File: config.mk
export PLATFORM = sky130hd
export DESIGN_NAME = pwr_reset_device_flat
export DESIGN_NICKNAME = d
export VERILOG_FILES = /design/src/pwr_reset_pkg.sv /design/src/pwr_link_if.sv /design/src/pwr_reset_device.sv /design/src/flat_wrapper.sv
export VERILOG_INCLUDE_DIRS = /design/src
export SDC_FILE = /design/constraint.sdc
export NUM_CORES = 1
export LEC_CHECK = 0
export BUFFER_PORTS_ARGS = -buffer_cell sky130_fd_sc_hd__buf_2
export CORE_MARGIN = 5
export CORE_UTILIZATION = 45
export DETAILED_ROUTE_END_ITERATION = 6
export GPL_TIMING_DRIVEN = 1
export PLACE_DENSITY = 0.62
export SYNTH_ARGS = -nofsm -noshare
export SYNTH_HDL_FRONTEND = slang
export SYNTH_SLANG_ARGS = --single-unit
File: constraint.sdc
create_clock -name clk -period 2.8 [get_ports clk]
set_input_delay 0.42 -clock clk [delete_from_list [all_inputs] [get_ports clk]]
set_output_delay 0.42 -clock clk [all_outputs]
set_load 0.005 [all_outputs]
File: src/pwr_reset_defines.svh
// register map, field positions, reset values and timing counts
// assumes 16-bit word registers on even byte addresses
`ifndef PWR_RESET_DEFINES_SVH
`define PWR_RESET_DEFINES_SVH

`define REG_DEFAULT 16'h0000
// asynchronous range one
`define ADDR_LO_BASE 16'h0000
`define ADDR_LO_END 16'h0018
`define LO_WORDS 13
// clock configuration span
`define ADDR_CLKCFG_BASE 16'h000E
`define ADDR_PLL_END 16'h0012
`define ADDR_PWR_CTRL 16'h0014
`define ADDR_SOFT_RESET 16'h0016
`define ADDR_SYS_CLOCK 16'h0018
`define IDX_PWR_CTRL 4'hA
`define IDX_SYS_CLOCK 4'hC
// asynchronous range two
`define ADDR_HI_BASE 16'h0300
`define ADDR_HI_END 16'h031A
`define HI_WORDS 14
`define IDX_BYPASS_CTRL 4'h0
// ordinary registers, cleared by software reset
`define ADDR_SYNC_BASE 16'h0400
// fields of the power control and bypass control words
`define BIT_POWER_SAVE 0
`define BIT_STANDBY 1
`define BIT_MEM_IDLE 6
`define BIT_BYPASS_EN 0
// timing
`define HW_RESET_CYCLES 3'h2
`define SRST_CYCLES 3'h4
`define CLK_FREQ_KHZ 40000
`define PLL_SETTLE_MS 1
`define PLL_SETTLE_CYCLES (`PLL_SETTLE_MS * `CLK_FREQ_KHZ)

`endif

File: src/pwr_reset_pkg.sv
// types shared by both ends of the reset and power-mode link
// assumes nothing beyond the defines header
package pwr_reset_pkg;

  typedef enum logic [1:0] {
    MODE_NORMAL = 2'b00,
    MODE_POWER_SAVE = 2'b01,
    MODE_STANDBY = 2'b10
  } mode_t;

  typedef enum logic [2:0] {
    HS_RESET = 3'b000,
    HS_IDLE = 3'b001,
    HS_POLL = 3'b010,
    HS_ISSUE = 3'b011,
    HS_GAP = 3'b100
  } host_state_t;

endpackage

File: src/pwr_link_if.sv
// link between host processor and the reset/power-mode block
// assumes both ends run on the same reference clock
`timescale 1ns/1ps
interface pwr_link_if;
  logic hw_reset_n;
  logic req;
  logic we;
  logic [15:0] addr;
  logic [15:0] wdata;
  logic ack;
  logic err;
  logic [15:0] rdata;
  logic busy;

  modport device (
    input hw_reset_n, req, we, addr, wdata,
    output ack, err, rdata, busy
  );

  modport host (
    output hw_reset_n, req, we, addr, wdata,
    input ack, err, rdata, busy
  );
endinterface

File: src/pwr_reset_device.sv
// device end: register file, reset handling and power-mode control
// assumes the host shares clk and keeps its own link obligations
// Operation
// - host pulses reset low two clock cycles
// - hardware reset restores every register default
// - clock registers usable right after reset
// - writing 0016h starts a software reset
// - software reset spares both asynchronous ranges
// - no access four cycles after software reset
// - standby stops all clocks, PLL off
// - host enters standby before PLL changes
// - standby keeps async registers and bypass alive
// - power save stops all internal clocks
// - power save before writing 0018h
// - hold power save while PLL settles; a write from standby straight to normal is not held
// - power save keeps async registers, bypass
// - normal mode gates clocks of idle modules
// - check memory idle before power save; the host skips the check when entering power save from standby
`timescale 1ns/1ps
`include "pwr_reset_defines.svh"

module pwr_reset_device
  import pwr_reset_pkg::*;
#(
  parameter int NUM_MODULES = 4,
  parameter int SYNC_WORDS = 8
) (
  // clock and reset
  input wire logic clk,
  input wire logic rst_n,
  // link to host
  pwr_link_if.device link,
  // core status
  input wire logic mem_idle,
  input wire logic [NUM_MODULES-1:0] module_active,
  // clock and mode control
  output logic [NUM_MODULES-1:0] clk_en,
  output logic pll_en,
  output mode_t mode,
  output logic lcd_bypass_en,
  output logic [15:0] sys_clk_setting
);

  localparam int SW_AW = (SYNC_WORDS > 1) ? $clog2(SYNC_WORDS) : 1;
  localparam logic [15:0] SYNC_END =
    16'(`ADDR_SYNC_BASE + 2 * SYNC_WORDS);

  logic [15:0] lo_q [`LO_WORDS];
  logic [15:0] lo_d [`LO_WORDS];
  logic [15:0] hi_q [`HI_WORDS];
  logic [15:0] hi_d [`HI_WORDS];
  logic [15:0] sy_q [SYNC_WORDS];
  logic [15:0] sy_d [SYNC_WORDS];
  logic ack_q, ack_d;
  logic err_q, err_d;
  logic [15:0] rdata_q, rdata_d;
  logic [2:0] srst_q, srst_d;
  mode_t mode_q, mode_d;
  logic pll_en_q, pll_en_d;
  logic [NUM_MODULES-1:0] clk_en_q, clk_en_d;
  logic bypass_q, bypass_d;
  logic [15:0] sysclk_q, sysclk_d;

  assign link.ack = ack_q;
  assign link.err = err_q;
  assign link.rdata = rdata_q;
  assign link.busy = (srst_q != 3'h0);
  assign clk_en = clk_en_q;
  assign pll_en = pll_en_q;
  assign mode = mode_q;
  assign lcd_bypass_en = bypass_q;
  assign sys_clk_setting = sysclk_q;

  // register access and reset handling
  always_comb begin
    logic take;
    logic in_lo;
    logic in_hi;
    logic in_sy;
    logic [15:0] off_hi;
    logic [15:0] off_sy;
    logic [3:0] idx_lo;
    logic [3:0] idx_hi;
    logic [SW_AW-1:0] idx_sy;
    logic ps_now;
    take = 1'b0;
    in_lo = 1'b0;
    in_hi = 1'b0;
    in_sy = 1'b0;
    off_hi = link.addr - `ADDR_HI_BASE;
    off_sy = link.addr - `ADDR_SYNC_BASE;
    idx_lo = link.addr[4:1];
    idx_hi = off_hi[4:1];
    idx_sy = off_sy[SW_AW:1];
    ps_now = (mode_q != MODE_NORMAL);
    lo_d = lo_q;
    hi_d = hi_q;
    sy_d = sy_q;
    ack_d = 1'b0;
    err_d = 1'b0;
    rdata_d = rdata_q;
    srst_d = (srst_q != 3'h0) ? srst_q - 3'h1 : 3'h0;
    // one request at a time; a held req is not taken again in its ack cycle
    take = link.req && !ack_q && (srst_q == 3'h0);
    if (!link.addr[0]) begin
      in_lo = (link.addr <= `ADDR_LO_END);
      in_hi = (link.addr >= `ADDR_HI_BASE) &&
              (link.addr <= `ADDR_HI_END);
      in_sy = (link.addr >= `ADDR_SYNC_BASE) && (link.addr < SYNC_END);
    end
    if (take) begin
      ack_d = 1'b1;
      rdata_d = `REG_DEFAULT;
      if (in_lo) begin
        // async range answers in every mode
        if (link.we) begin
          lo_d[idx_lo] = link.wdata;
          if (link.addr == `ADDR_PWR_CTRL) begin
            lo_d[idx_lo][`BIT_MEM_IDLE] = 1'b0;
          end
          if (link.addr == `ADDR_SOFT_RESET) begin
            srst_d = `SRST_CYCLES;
            for (int i = 0; i < SYNC_WORDS; i++) begin
              sy_d[i] = `REG_DEFAULT;
            end
          end
        end else begin
          rdata_d = lo_q[idx_lo];
          if (link.addr == `ADDR_PWR_CTRL) begin
            rdata_d[`BIT_MEM_IDLE] = mem_idle;
          end
        end
      end else if (in_hi) begin
        if (link.we) begin
          hi_d[idx_hi] = link.wdata;
        end else begin
          rdata_d = hi_q[idx_hi];
        end
      end else if (in_sy && !ps_now) begin
        if (link.we) begin
          sy_d[idx_sy] = link.wdata;
        end else begin
          rdata_d = sy_q[idx_sy];
        end
      end else begin
        // clocked registers are dark outside normal mode
        err_d = 1'b1;
      end
    end
    if (!link.hw_reset_n) begin
      for (int i = 0; i < `LO_WORDS; i++) begin
        lo_d[i] = `REG_DEFAULT;
      end
      for (int i = 0; i < `HI_WORDS; i++) begin
        hi_d[i] = `REG_DEFAULT;
      end
      for (int i = 0; i < SYNC_WORDS; i++) begin
        sy_d[i] = `REG_DEFAULT;
      end
      ack_d = 1'b0;
      err_d = 1'b0;
      rdata_d = `REG_DEFAULT;
      srst_d = 3'h0;
    end
  end

  always_ff @(posedge clk or negedge rst_n) begin
    if (!rst_n) begin
      for (int i = 0; i < `LO_WORDS; i++) begin
        lo_q[i] <= `REG_DEFAULT;
      end
      for (int i = 0; i < `HI_WORDS; i++) begin
        hi_q[i] <= `REG_DEFAULT;
      end
      for (int i = 0; i < SYNC_WORDS; i++) begin
        sy_q[i] <= `REG_DEFAULT;
      end
      ack_q <= 1'b0;
      err_q <= 1'b0;
      rdata_q <= `REG_DEFAULT;
      srst_q <= 3'h0;
    end else begin
      lo_q <= lo_d;
      hi_q <= hi_d;
      sy_q <= sy_d;
      ack_q <= ack_d;
      err_q <= err_d;
      rdata_q <= rdata_d;
      srst_q <= srst_d;
    end
  end

  // mode follows the stored control word only; standby wins
  always_comb begin
    logic [15:0] ctl;
    ctl = lo_d[`IDX_PWR_CTRL];
    if (ctl[`BIT_STANDBY]) begin
      mode_d = MODE_STANDBY;
    end else if (ctl[`BIT_POWER_SAVE]) begin
      mode_d = MODE_POWER_SAVE;
    end else begin
      mode_d = MODE_NORMAL;
    end
    pll_en_d = (mode_d != MODE_STANDBY);
    // idle modules lose their clock even in normal mode
    clk_en_d = (mode_d == MODE_NORMAL) ? module_active : '0;
    // bypass is independent of mode
    bypass_d = hi_d[`IDX_BYPASS_CTRL][`BIT_BYPASS_EN];
    sysclk_d = lo_d[`IDX_SYS_CLOCK];
  end

  always_ff @(posedge clk or negedge rst_n) begin
    if (!rst_n) begin
      mode_q <= MODE_NORMAL;
      pll_en_q <= 1'b1;
      clk_en_q <= '0;
      bypass_q <= 1'b0;
      sysclk_q <= `REG_DEFAULT;
    end else begin
      mode_q <= mode_d;
      pll_en_q <= pll_en_d;
      clk_en_q <= clk_en_d;
      bypass_q <= bypass_d;
      sysclk_q <= sysclk_d;
    end
  end

endmodule

File: src/flat_wrapper.sv
// flat-port wrapper written by rule: the top's interface ports become plain ports
module pwr_reset_device_flat import pwr_reset_pkg::*;
#(
  parameter int NUM_MODULES = 4,
  parameter int SYNC_WORDS = 8
)
  (clk, rst_n, mem_idle, module_active, clk_en, pll_en, mode, lcd_bypass_en, sys_clk_setting, link_hw_reset_n, link_req, link_we, link_addr, link_wdata, link_ack, link_err, link_rdata, link_busy);
  pwr_link_if link_i ();
  input wire logic clk;
  input wire logic rst_n;
  input wire logic mem_idle;
  input wire logic [NUM_MODULES-1:0] module_active;
  output logic [NUM_MODULES-1:0] clk_en;
  output logic pll_en;
  output mode_t mode;
  output logic lcd_bypass_en;
  output logic [15:0] sys_clk_setting;
  input wire logic [$bits(link_i.hw_reset_n)-1:0] link_hw_reset_n;
  input wire logic [$bits(link_i.req)-1:0] link_req;
  input wire logic [$bits(link_i.we)-1:0] link_we;
  input wire logic [$bits(link_i.addr)-1:0] link_addr;
  input wire logic [$bits(link_i.wdata)-1:0] link_wdata;
  output wire logic [$bits(link_i.ack)-1:0] link_ack;
  output wire logic [$bits(link_i.err)-1:0] link_err;
  output wire logic [$bits(link_i.rdata)-1:0] link_rdata;
  output wire logic [$bits(link_i.busy)-1:0] link_busy;
  assign link_i.hw_reset_n = link_hw_reset_n;
  assign link_i.req = link_req;
  assign link_i.we = link_we;
  assign link_i.addr = link_addr;
  assign link_i.wdata = link_wdata;
  assign link_ack = link_i.ack;
  assign link_err = link_i.err;
  assign link_rdata = link_i.rdata;
  assign link_busy = link_i.busy;
  pwr_reset_device #(.NUM_MODULES(NUM_MODULES), .SYNC_WORDS(SYNC_WORDS)) u_core (.clk(clk), .rst_n(rst_n), .link(link_i), .mem_idle(mem_idle), .module_active(module_active), .clk_en(clk_en), .pll_en(pll_en), .mode(mode), .lcd_bypass_en(lcd_bypass_en), .sys_clk_setting(sys_clk_setting));
endmodule
==> metrics.csv <==
metric;value;unit
status;completed;
Hold Slack;0.0277;ns
Tightest Pin Transition;1.12;ns
CP max FO;2;
CTS Buffer Depth;3;
# rows;94;
DP Wirelength;66.2;mm
clk_skew;0.0344;ns
RD Place Congestion;0.951;
number of global-route vias before repair;23692;
fin cells;3955;
Core ar.;0.0656;sq mm
CTS Buf Count;66;
number of flops mapped to enable cells by yosys;0;
largest net degree at the start of global routing;210;
final setup vio count;0;
drt total wl;100;mm
total congestion overflow;0;
max-slew violation count;0;
R2R depth;7;
TritonCTS clock tree;done;
Pwr Density;528;mW/mm^2
synthesized net count;2981;
CP max-delay cell;a2111oi_0;
grt met3 use;0.0474;
FMAX;380;MHz
Synth Flop Type;dfrtp_1;
vias;23889;
clock insertion delay at the later pin of the skew report;0.62;ns
Max Cap Violations;0;
Avg WL per Cell;25.4;um
cell taking the most area after synthesis;dfrtp_1;
top post-synthesis cells by area;dfrtp_1 (49%), nand2_1 (9.7%), mux2i_1 (8.9%);
RR Startpoint;u_core.lo_q[103];
Die ar.;0.0712;sq mm
H-tree depth;3;
final hold vios;0;
Syn. warnings;0;
Finished Cell Area;0.0342;sq mm
Synth Area per Inst;10.1;sq um
Crit. End Element;register;
Antenna Nets Post-Route;0;
Syn-to-layout area delta;15.2;%
Seq/Total Area, Yosys;0.495;
Top Usage Layer GRT;met2;
layout filler cell count;5790;
Tot GR Track Use;0.278;
Antenna Cells;0;
placed cell area;0.0322;sq mm
Inst Count DP;3845;
Reg area;0.0147;sq mm
IO Count;85;
Post-Syn Area;0.0297;sq mm
DRT Pass-1 Iters;6;
count of cell types in the netlist;80;
Die X;267;um
crit share post-route;0.940;
clock sinks;587;
nets;3095;
critical path launch point type;register;
Post-CTS Setup Repair Bufs;0;
Mapped Cells;2937;
ys async rst share;1.00;
clock root buffer;clkbuf_16;
Starting Density;0.452;
crit-path cells;mux4_2 -> and2_0 -> a2111oi_0 -> buf_4 -> o22ai_1 -> a21oi_1 -> o21ai_0;
Vias/cell;6.04;
LEAKAGE;15.3;nW
met2 usage;0.422;
CP Launch Point;u_core.lo_q[103];
Max IR drop VDD;0.323;mV
worst hold path class;input pin to register;
Hold Path Origin;module_active[0];
ratio of cells with drive above 1 in the final layout;0.175;
initial antenna violation count;2;
RSZ-0062 raised after global routing;no;
first-pass GRT wire length;152;mm
area of the multi-input gates;0.0136;sq mm
Worst EP required;3.30;ns
Buffers on Ports;84;
Worst slew margin;0.249;
Yosys top cell area share;0.494;
critical path arrival;3.13;ns
first-iteration detailed-routing DRC count;2761;
post-synthesis register bit count;587;
Setup CP Type;register to register;
clock-pin slew on the worst setup and hold paths;0.06;ns
hold path depth;2;
most frequent cell after synthesis;nand2_1;
met1 GRT Util;0.400;
Die Y;267;um
Residual DRC;0;
minimum clock period after layout;2.63;ns
Slowest Stage Delay on Critical Path;0.90;ns
most frequent cells after synthesis;nand2_1 (769), dfrtp_1 (586), mux2i_1 (265);
[sequential cells by signal, indices dropped and copies added (netlist names)]
| signal | flops |
|---|---|
| u_core.hi_q | 224 |
| u_core.link.rdata | 16 |
| u_core.sy_q | 128 |
| u_core.mode | 1 |
| u_core.link.err | 1 |
| u_core.link.ack | 1 |
| u_core.lo_q | 208 |
| u_core.clk_en | 4 |
| u_core.pll_en | 1 |
| u_core.srst_q | 3 |
[layer usage]
layer,share of wire,wire length [um]
met4,0.043,4340
met1,0.43,42800
met3,0.080,7990
met2,0.45,45200
met5,0.00013,13
[cells in the final DEF, fill, tap and decap left out, drive strengths merged, types with 7 or more instances in the layout]
cell    instances
nand2         771
dfrtp         586
a21boi        346
buf           331
mux2i         265
a22o          107
clkbuf        100
nor2b          68
o22ai          61
o21ai          58
nand3          51
nor2           49
nor3           34
mux4           32
a21oi          19
mux2           19
and2           17
o22a           16
a31oi          14
a22oi          13
a32o           10
nor4            9
and3            8
o221ai          8
or3             8
or2             8
o32ai           7
inv             7
[final timing paths]
path                                        end  slack (ns)
setup / recovery           u_core.link.rdata[7]        0.17
max in group asynchronous      u_core.hi_q[166]        1.48
setup reg to reg           u_core.link.rdata[7]        0.17
hold / removal                 u_core.clk_en[0]        0.03
hold reg to reg                u_core.srst_q[0]        0.49
min in group asynchronous       u_core.lo_q[68]        0.42
[final cells by class]
class                   instances  share of cell area
clock buffers                 100              0.0573
clock inverters                 8             0.00168
inverters                       6            0.000658
multi-input cells            2057               0.397
flip-flops and latches        587               0.429
well taps                     864              0.0316
repair buffers                333              0.0827
[power breakdown]
part / switching, mW / total [mW] / internal, mW / leakage (nW)
Clock: 3.50 / 8.30 / 4.81 / 0.991
Sequential: 0.00177 / 8.49 / 8.49 / 8.19
Combinational: 0.883 / 1.28 / 0.400 / 6.11
Total: 4.38 / 18.1 / 13.7 / 15.3
[worst max-delay path: cells and delay by family (launching register included)]
kind	cells	cell delay [ns]
simple gates	1	0.17
mux	1	0.47
compound gates	4	1.25
flops	1	0.40
buf+inv	1	0.24
[timing repair]
action                                  in CTS  in global routing
resized for setup                            0                  2
endpoints found under the hold margin       56                  0
hold buffers                                 2                  0
endpoints found under the setup margin       0                 55
[cells by family after synthesis]
family,synth area share
adders and majority gates,0.000843
muxes,0.121
DFF,0.495
buffers and inverters,0.0489
AOI/OAI and AO/OA,0.173
and+or+nand+nor,0.161
[metrics by stage]
step	util	setup WS, ns	power (mW)	TNS, ns
detailed placement	0.490	-0.352	9.91	-0.476
global placement	0.490	-0.331	9.90	-0.394
floorplan	-	0.338	9.26	0
CTS	0.521	0.0516	18.2	0
finish	0.521	0.167	18.1	0
global route	0.521	0.0174	18.6	0
No activity file was read; power rests on OpenSTA's default activity.
